===== config.mk =====
export PLATFORM = sky130hd
export DESIGN_NAME = link_flow_control_msg_port
export DESIGN_NICKNAME = d
export VERILOG_FILES = /design/src/shared/link_fc_pkg.sv /design/src/verilog/link_flow_control_msg_port.sv
export VERILOG_INCLUDE_DIRS = /design/src /design/src/shared
export SDC_FILE = /design/constraint.sdc
export NUM_CORES = 1
export LEC_CHECK = 0
export BUFFER_PORTS_ARGS = -buffer_cell sky130_fd_sc_hd__buf_2
export CAP_MARGIN = 40
export CELL_PAD_IN_SITES_DETAIL_PLACEMENT = 1
export CELL_PAD_IN_SITES_GLOBAL_PLACEMENT = 2
export CORE_MARGIN = 1.5
export CORE_UTILIZATION = 30
export DETAILED_ROUTE_END_ITERATION = 10
export GPL_ROUTABILITY_DRIVEN = 0
export HOLD_SLACK_MARGIN = 0.08
export PLACE_DENSITY_LB_ADDON = 0.2
export RECOVER_POWER = 100
export SYNTH_ARGS = -nofsm -noshare
export SYNTH_HDL_FRONTEND = slang
export SYNTH_SLANG_ARGS = --single-unit

===== constraint.sdc =====
create_clock -name clk_sys -period 2.3 [get_ports clk_sys]
set_input_delay 0.115 -clock clk_sys [delete_from_list [all_inputs] [get_ports clk_sys]]
set_output_delay 0.115 -clock clk_sys [all_outputs]
set_load 0.01 [all_outputs]

===== src/shared/link_fc_defs.svh =====
`ifndef LINK_FC_DEFS_SVH
`define LINK_FC_DEFS_SVH

// Interface geometry
`define IF_BYTES 4
`define DATA_W 32
`define KEEP_W 4
`define KEEP_ALL 4'hF

// User message size code and byte counts
`define SIZE_W 3
`define UFC_BYTES_W 5
`define UFC_BEATS_W 3

// Pause codes
`define CODE_W 4
`define CODE_RESUME 4'h0
`define CODE_MAX_COUNT 4'h8
`define CODE_HALT 4'hF
`define PAUSE_W 9

// Receive buffer
`define BUF_DEPTH 2
`define BUF_CNT_W 2

`endif


===== src/shared/link_fc_pkg.sv =====
package link_fc_pkg;
  `include "link_fc_defs.svh"

  typedef enum logic [3:0] {
    TX_DATA  = 4'b0001,
    TX_UFC   = 4'b0010,
    TX_NFC   = 4'b0100,
    TX_PAUSE = 4'b1000
  } tx_state_t;

  typedef enum logic [2:0] {
    KIND_IDLE     = 3'h0,
    KIND_DATA     = 3'h1,
    KIND_UFC_HDR  = 3'h2,
    KIND_UFC_DATA = 3'h3,
    KIND_NFC      = 3'h4
  } beat_kind_t;

  typedef struct packed {
    beat_kind_t kind;
    logic last;
    logic [`DATA_W-1:0] data;
  } lane_word_t;

  typedef struct packed {
    logic last;
    logic [`KEEP_W-1:0] keep;
    logic [`DATA_W-1:0] data;
  } ufc_word_t;

  typedef struct packed {
    tx_state_t tx_state;
    logic [`UFC_BEATS_W-1:0] ufc_beats_left;
    logic in_frame;
    logic [`PAUSE_W-1:0] pause_left;
    logic halt;
    logic [`CODE_W-1:0] nfc_send_code;
    lane_word_t lane;
    logic nfc_rx_valid;
    logic [`CODE_W-1:0] nfc_rx_code;
    logic [`UFC_BYTES_W-1:0] rx_bytes_left;
    ufc_word_t [`BUF_DEPTH-1:0] buf_mem;
    logic buf_wr;
    logic buf_rd;
    logic [`BUF_CNT_W-1:0] buf_count;
  } fc_state_t;
endpackage


===== src/verilog/link_flow_control_msg_port.sv =====
`timescale 1ns/1ns
`include "link_fc_defs.svh"
module link_flow_control_msg_port
  import link_fc_pkg::*;
#(
  parameter bit NFC_ENABLE = 1'b1,
  parameter bit FULL_DUPLEX = 1'b1,
  parameter bit BIG_ENDIAN = 1'b0,
  parameter bit NFC_IMMEDIATE = 1'b1
) (
  // Clock and reset
  input wire logic clk_sys,
  input wire logic reset,
  // Regular transmit stream from the user
  input wire logic [`DATA_W-1:0] tx_tdata,
  input wire logic tx_tvalid,
  input wire logic tx_tlast,
  output logic tx_tready,
  // User message transmit request
  input wire logic [`SIZE_W-1:0] ufc_tx_tdata,
  input wire logic ufc_tx_tvalid,
  output logic ufc_tx_tready,
  // Idle request transmit
  input wire logic [`CODE_W-1:0] nfc_tx_tdata,
  input wire logic nfc_tx_tvalid,
  output logic nfc_tx_tready,
  // Idle request received from the partner
  output logic [`CODE_W-1:0] nfc_rx_tdata,
  output logic nfc_rx_tvalid,
  // User message receive stream
  output logic [`DATA_W-1:0] ufc_rx_tdata,
  output logic [`KEEP_W-1:0] ufc_rx_tkeep,
  output logic ufc_rx_tlast,
  output logic ufc_rx_tvalid,
  input wire logic ufc_rx_tready,
  // Beats toward the lane logic
  output lane_word_t lane_tx,
  // Beats from the lane logic
  input wire lane_word_t lane_rx,
  input wire logic lane_rx_valid,
  output logic lane_rx_ready
);

  localparam bit NFC_ON = NFC_ENABLE && FULL_DUPLEX;

  fc_state_t cur;
  fc_state_t next_cur;

  logic pause_pending;
  logic pause_go;
  logic nfc_accept;
  logic ufc_accept;
  logic data_accept;
  logic rx_take;
  logic rx_pop;
  logic [`CODE_W-1:0] rx_code;
  logic [`UFC_BYTES_W-1:0] tx_msg_bytes;
  logic [`UFC_BEATS_W-1:0] tx_msg_beats;
  logic [`KEEP_W-1:0] rx_keep;
  logic rx_is_last;
  ufc_word_t rx_word;

  // Ports show the code in the configured bit order; inside it is canonical
  function automatic logic [`CODE_W-1:0] order_code(
    input logic [`CODE_W-1:0] c
  );
    logic [`CODE_W-1:0] r;
    r = c;
    if (BIG_ENDIAN) begin
      for (int i = 0; i < `CODE_W; i++) begin
        r[i] = c[`CODE_W-1-i];
      end
    end
    return r;
  endfunction

  // Message length in bytes and in interface beats
  always_comb begin
    tx_msg_bytes = {1'b0, ufc_tx_tdata, 1'b0} + `UFC_BYTES_W'h2;
    tx_msg_beats = `UFC_BEATS_W'(
      (tx_msg_bytes + `UFC_BYTES_W'(`IF_BYTES - 1)) /
      `UFC_BYTES_W'(`IF_BYTES));
  end

  // Keep bits count from the most significant byte down
  genvar g;
  generate
    for (g = 0; g < `KEEP_W; g++) begin : keep_gen
      assign rx_keep[g] =
        (`UFC_BYTES_W'(`KEEP_W - 1 - g) < cur.rx_bytes_left);
    end
  endgenerate

  assign rx_is_last = (cur.rx_bytes_left <= `UFC_BYTES_W'(`IF_BYTES));
  assign rx_code = lane_rx.data[`CODE_W-1:0];

  always_comb begin
    rx_word.data = lane_rx.data;
    rx_word.last = rx_is_last;
    rx_word.keep = rx_is_last ? rx_keep : `KEEP_ALL;
  end

  // Transmit arbitration
  always_comb begin
    pause_pending = (cur.pause_left != '0) || cur.halt;
    // Completion mode waits for the frame boundary
    pause_go = (cur.tx_state == TX_DATA) && pause_pending &&
               (NFC_IMMEDIATE || !cur.in_frame);
    nfc_accept = (cur.tx_state == TX_DATA) && !pause_go && NFC_ON &&
                 nfc_tx_tvalid;
    ufc_accept = (cur.tx_state == TX_DATA) && !pause_go && !nfc_accept &&
                 ufc_tx_tvalid;
    tx_tready = (cur.tx_state == TX_DATA) && !pause_go &&
                !ufc_accept;
    data_accept = tx_tready && tx_tvalid;
    nfc_tx_tready = nfc_accept;
    ufc_tx_tready = ufc_accept;
  end

  // Receive side handshakes; the buffer's fill level stalls the lane
  always_comb begin
    lane_rx_ready = (cur.buf_count != `BUF_CNT_W'(`BUF_DEPTH));
    rx_take = lane_rx_valid && lane_rx_ready;
    ufc_rx_tvalid = (cur.buf_count != '0);
    rx_pop = ufc_rx_tvalid && ufc_rx_tready;
    ufc_rx_tdata = cur.buf_mem[cur.buf_rd].data;
    ufc_rx_tkeep = cur.buf_mem[cur.buf_rd].keep;
    ufc_rx_tlast = cur.buf_mem[cur.buf_rd].last;
    nfc_rx_tvalid = cur.nfc_rx_valid;
    nfc_rx_tdata = order_code(cur.nfc_rx_code);
    lane_tx = cur.lane;
  end

  always_comb begin
    next_cur = cur;
    next_cur.nfc_rx_valid = 1'b0;
    next_cur.lane.kind = KIND_IDLE;
    next_cur.lane.last = 1'b0;
    next_cur.lane.data = '0;

    // Frame tracking for completion mode
    if (data_accept) begin
      next_cur.in_frame = !tx_tlast;
    end

    case (cur.tx_state)
      TX_DATA: begin
        if (pause_go) begin
          // Idle beat now; the counted idles follow in the pause state
          next_cur.tx_state = TX_PAUSE;
        end else if (ufc_accept) begin
          // Header goes out in the acceptance cycle
          next_cur.lane.kind = KIND_UFC_HDR;
          next_cur.lane.data = `DATA_W'(ufc_tx_tdata);
          next_cur.ufc_beats_left = tx_msg_beats;
          next_cur.tx_state = TX_UFC;
        end else begin
          if (data_accept) begin
            next_cur.lane.kind = KIND_DATA;
            next_cur.lane.last = tx_tlast;
            next_cur.lane.data = tx_tdata;
          end
          if (nfc_accept) begin
            next_cur.nfc_send_code = order_code(nfc_tx_tdata);
            next_cur.tx_state = TX_NFC;
          end
        end
      end
      TX_UFC: begin
        // Payload sits on the regular data port; ready is held low
        next_cur.lane.kind = KIND_UFC_DATA;
        next_cur.lane.data = tx_tdata;
        next_cur.lane.last = (cur.ufc_beats_left == `UFC_BEATS_W'h1);
        next_cur.ufc_beats_left = cur.ufc_beats_left - `UFC_BEATS_W'h1;
        if (cur.ufc_beats_left <= `UFC_BEATS_W'h1) begin
          next_cur.tx_state = TX_DATA;
        end
      end
      TX_NFC: begin
        // Single gap beat carries the request, no user data
        next_cur.lane.kind = KIND_NFC;
        next_cur.lane.data = `DATA_W'(cur.nfc_send_code);
        next_cur.tx_state = TX_DATA;
      end
      TX_PAUSE: begin
        // Idles only; a halt keeps this state until a resume or a count code arrives
        if (cur.pause_left != '0) begin
          next_cur.pause_left = cur.pause_left - `PAUSE_W'h1;
        end
        if (!cur.halt && cur.pause_left <= `PAUSE_W'h1) begin
          next_cur.tx_state = TX_DATA;
        end
      end
      default: begin
        next_cur.tx_state = TX_DATA;
      end
    endcase

    // Partner idle requests; a later code replaces the running one
    if (rx_take && lane_rx.kind == KIND_NFC && NFC_ON) begin
      if (rx_code == `CODE_RESUME) begin
        next_cur.pause_left = '0;
        next_cur.halt = 1'b0;
        next_cur.nfc_rx_valid = 1'b1;
        next_cur.nfc_rx_code = rx_code;
      end else if (rx_code <= `CODE_MAX_COUNT) begin
        // Codes 1..8 map to 2^code idles
        next_cur.pause_left = `PAUSE_W'(1) << rx_code;
        next_cur.halt = 1'b0;
        next_cur.nfc_rx_valid = 1'b1;
        next_cur.nfc_rx_code = rx_code;
      end else if (rx_code == `CODE_HALT) begin
        next_cur.halt = 1'b1;
        next_cur.nfc_rx_valid = 1'b1;
        next_cur.nfc_rx_code = rx_code;
      end
      // Reserved codes are dropped without effect
    end

    // Received user messages: header sets the byte count
    if (rx_take && lane_rx.kind == KIND_UFC_HDR) begin
      next_cur.rx_bytes_left =
        {1'b0, lane_rx.data[`SIZE_W-1:0], 1'b0} + `UFC_BYTES_W'h2;
    end

    // Payload words go through the two-entry buffer
    if (rx_take && lane_rx.kind == KIND_UFC_DATA) begin
      next_cur.buf_mem[cur.buf_wr] = rx_word;
      next_cur.buf_wr = !cur.buf_wr;
      if (rx_is_last) begin
        next_cur.rx_bytes_left = '0;
      end else begin
        next_cur.rx_bytes_left =
          cur.rx_bytes_left - `UFC_BYTES_W'(`IF_BYTES);
      end
    end
    if (rx_pop) begin
      next_cur.buf_rd = !cur.buf_rd;
    end
    // Push and pop in one cycle leave the level unchanged
    case ({rx_take && lane_rx.kind == KIND_UFC_DATA, rx_pop})
      2'b10: next_cur.buf_count = cur.buf_count + `BUF_CNT_W'h1;
      2'b01: next_cur.buf_count = cur.buf_count - `BUF_CNT_W'h1;
      default: next_cur.buf_count = cur.buf_count;
    endcase
  end

  always_ff @(posedge clk_sys) begin
    if (reset) begin
      cur <= '0;
      cur.tx_state <= TX_DATA;
      cur.lane.kind <= KIND_IDLE;
    end else begin
      cur <= next_cur;
    end
  end

endmodule


==> results.json <==
{
  "status": "complete, no violations",
  "finalSetupTns_ps": 0,
  "rows": 52,
  "ff2ff_setup_slack_ps": 220,
  "grt-ovfl-total": 0,
  "max_cap_viol_count": 0,
  "cts_buffers": 17,
  "drv_slew": 0,
  "synthTopCellsByCount": "142 x dfxtp_1, 96 x nand2_1, 56 x a21oi_1, 42 x buf_4, 36 x mux2_2",
  "cts_resized": 0,
  "post-route-drc-count": 0,
  "grt_use_total_pct": 17.3,
  "post_cts_buffers": 0,
  "crit_path_start": "cur[129]$_SDFF_PP0_",
  "dp_cells": 1023,
  "die_w_um": 147,
  "antenna_found_initial": 0,
  "yosysSeqAreaShare_pct": 45.9,
  "yosys.area_share.simple_pct": 18.2,
  "grt_first_pass_wirelength_um": 29400,
  "max_clock_freq_ghz": 0.474,
  "power_density_nw_per_um2": 762,
  "cts.sinks": 142,
  "clk_pin_slew_worst_paths_ps": 60,
  "synth_area_leaders": "dfxtp_1 46%, mux2_2 6.5%, nand2_1 5.8%",
  "p_switching_mw": 1.62,
  "grt_start_max_net_pins": 37,
  "mappedNetlistNets": 752,
  "p_int_mw": 4.60,
  "swShare_pct": 26.0,
  "fin_cells": 1125,
  "area_delta_synth_final_pct": 31.8,
  "firstDrtPassIters": 4,
  "synth_top_family_by_area": "simple AND/OR/NAND/NOR gates",
  "final_hold_viol_count": 0,
  "synth_mux_area_share_pct": 7.19,
  "drive_gt1_share_pct": 20.4,
  "startpoint_type": "flop",
  "min_period_ps": 2110,
  "wire_per_inst_um": 16.4,
  "ys_warn_count": 0,
  "pin_count": 166,
  "p_clk_share_pct": 46.3,
  "timing.rr.start": "cur[0]$_SDFFE_PP0P_",
  "async_flop_share_pct": 0,
  "routed_wl_um": 18400,
  "cts.root.buffer_cell": "clkbuf_16",
  "first_iter_violations": 174,
  "final_area_um2": 8160,
  "worstSkewPairLatency_ps": 430,
  "yosysUniqueCellTypes": 61,
  "synth.largest_area_cell": "dfxtp_1",
  "final_nets": 941,
  "syn_inst": 654,
  "crit_chain": "inv_1 > ha_1 > nor2b_1 > and3_1 > and3_4 > clkbuf_1",
  "rsz0062_at_grt": "false",
  "combPwrFrac_pct": 11.9,
  "synth_compound_area_share_pct": 15.4,
  "syn_avg_cell_area_um2": 9.47,
  "r2r_cells": 7,
  "worstMarginPinSlew_ps": 807,
  "worstSetupEndpoint": "tx_tready",
  "synth-edff-count": 0,
  "peakVddDrop_v": 0.000469,
  "setup_viol": 0,
  "place_hpwl_um": 12400,
  "arrival_ps": 1990,
  "die_h_um": 147,
  "cts_buffer_depth": 2,
  "critical_path_class": "flop to output port",
  "ff_latch_area_um2": 2840,
  "sequentialPowerShare_pct": 41.8,
  "synth_most_common_cell": "dfxtp_1",
  "cp-end-kind": "output port",
  "portBuffers": 164,
  "synth_area_um2": 6190,
  "postPlaceCellArea_um2": 6970,
  "fin_worst_skew_ps": 13.6,
  "multi_input_area_um2": 2810,
  "cp.depth": 6,
  "dieArea_um2": 21500,
  "detail-route-antenna-nets": 0,
  "leakage_nw": 3.29,
  "fill_cells": 2386,
  "start_util_pct": 30.6,
  "yosys.area_share.xor_xnor_pct": 1.56,
  "max_stage_delay_ps": 360,
  "ys.flop_type": "dfxtp_1",
  "cts_tree": "yes",
  "worstPathRequired_ps": 2180,
  "hold_class": "input pin to flop",
  "num_antenna_cells": 0,
  "grt_pass1_vias": 5704,
  "netlist.area_leader.share_pct": 45.9,
  "critical_path_buf_inv_count": 2,
  "ys_seq_elements": 142,
  "cp_max_fo": 5,
  "reg2reg_to": "cur[6]$_SDFFE_PP0P_",
  "htreeDepth": 4,
  "synth_adder_area_share_pct": 3.03,
  "vias_per_cell": 4.72,
  "slew_headroom_pct": 46.2,
  "worst_path_max_delay_cell": "dfxtp_1",
  "via_count": 5308,
  "core_um2": 20200,
  "cpLargestDelayFamily": "simple AND/OR/NAND/NOR gates",
  "fin_crit_sh_pct": 91.7
}
[layout make-up]
class	count	share of cell area (%)
clock buffers	17	5.21
multi-input cells	423	34.4
inverters	13	0.598
clock inverters	14	2.24
repair buffers	246	18.6
flip-flops and latches	142	34.8
well taps	270	4.14
[power groups by stage]
stage	sequential, mW	clock (mW)	combinational, mW
3_5_place_dp	2.66	0	0.677
4_1_cts	2.60	2.96	0.779
2_1_floorplan	2.63	0	0.484
5_1_grt	2.61	3.06	0.823
3_3_place_gp	2.65	0	0.658
6_report	2.60	2.88	0.740
[per-layer routing]
metal  track usage [%]  up-vias  share of wire, %
li1                  -     2597                 -
met1              21.2     2562                46
met2              30.4      130                48
met3              3.48       19               4.1
met4              5.66        0               1.4
met5                 0        -                 0
[worst register-to-register path, stage by stage, from the launching register on]
cell and delay, ps:
dfxtp_1 390, nand2b_1 260, nand4_1 280, clkbuf_1 240, nor2_4 250, clkbuf_2 360, nand2_1 100, a21oi_1 140
[repair_timing]
action / in CTS / in global routing
hold buffers: 71 / 0
setup endpoints to repair: 0 / 0
hold endpoints to repair: 102 / 0
[how the worst min path moves through the flow]
stage	from	end	slack [ps]	cells after the start
2_1_floorplan	tx_tdata[10]	lane_tx[10]$_SDFF_PP0_	240	1
6_report	tx_tdata[2]	lane_tx[2]$_SDFF_PP0_	120	5
4_1_cts	ufc_rx_tready	cur[2]$_SDFFE_PP0P_	90	4
3_3_place_gp	tx_tdata[23]	lane_tx[23]$_SDFF_PP0_	320	2
5_1_grt	tx_tdata[0]	lane_tx[0]$_SDFF_PP0_	140	4
3_5_place_dp	tx_tdata[4]	lane_tx[4]$_SDFF_PP0_	320	2
[flip-flops by register name, summed over array words and instances (netlist names)]
name	flops
cur	101
lane_tx	36
nfc_rx_tdata	4
nfc_rx_tvalid	1
[logic make-up (layout without fill, tap and decap cells)]
logic type / Yosys count / in the layout
xor gates and xnor gates: 11 / 11
AOI/OAI and AO/OA: 138 / 138
adders and majority gates: 15 / 15
and+or+nand+nor: 219 / 219
muxes: 40 / 40
DFF: 142 / 142
buffers and inverters: 89 / 290
[layout by cell type (no fill, tap or decap), types with 5 or more instances in the layout]
master / n
dlygate4sd3_1: 71
and2_1: 16
o21ai_0: 15
clkbuf_16: 17
nor2_1: 30
nand3_1: 11
mux2_2: 32
a21oi_1: 56
inv_6: 5
inv_1: 13
nand4_1: 5
nand2_1: 98
nor3_1: 5
ha_1: 15
dfxtp_1: 142
a22o_1: 34
xnor2_1: 7
clkbuf_1: 80
nor2b_1: 6
and2_0: 16
buf_2: 87
[through the flow]
| stage | utilization [%] | setup WS, ps | power [mW] | hold slack (ps) |
|---|---|---|---|---|
| 2_1_floorplan | - | 370 | 3.11 | 237 |
| 3_3_place_gp | 34.4 | 278 | 3.31 | 315 |
| 3_5_place_dp | 34.4 | 231 | 3.33 | 318 |
| 4_1_cts | 41.0 | 187 | 6.34 | 92.9 |
| 5_1_grt | 40.3 | 57.2 | 6.50 | 139 |
| 6_report | 40.3 | 191 | 6.22 | 116 |
No activity file was read; power rests on OpenSTA's default activity.
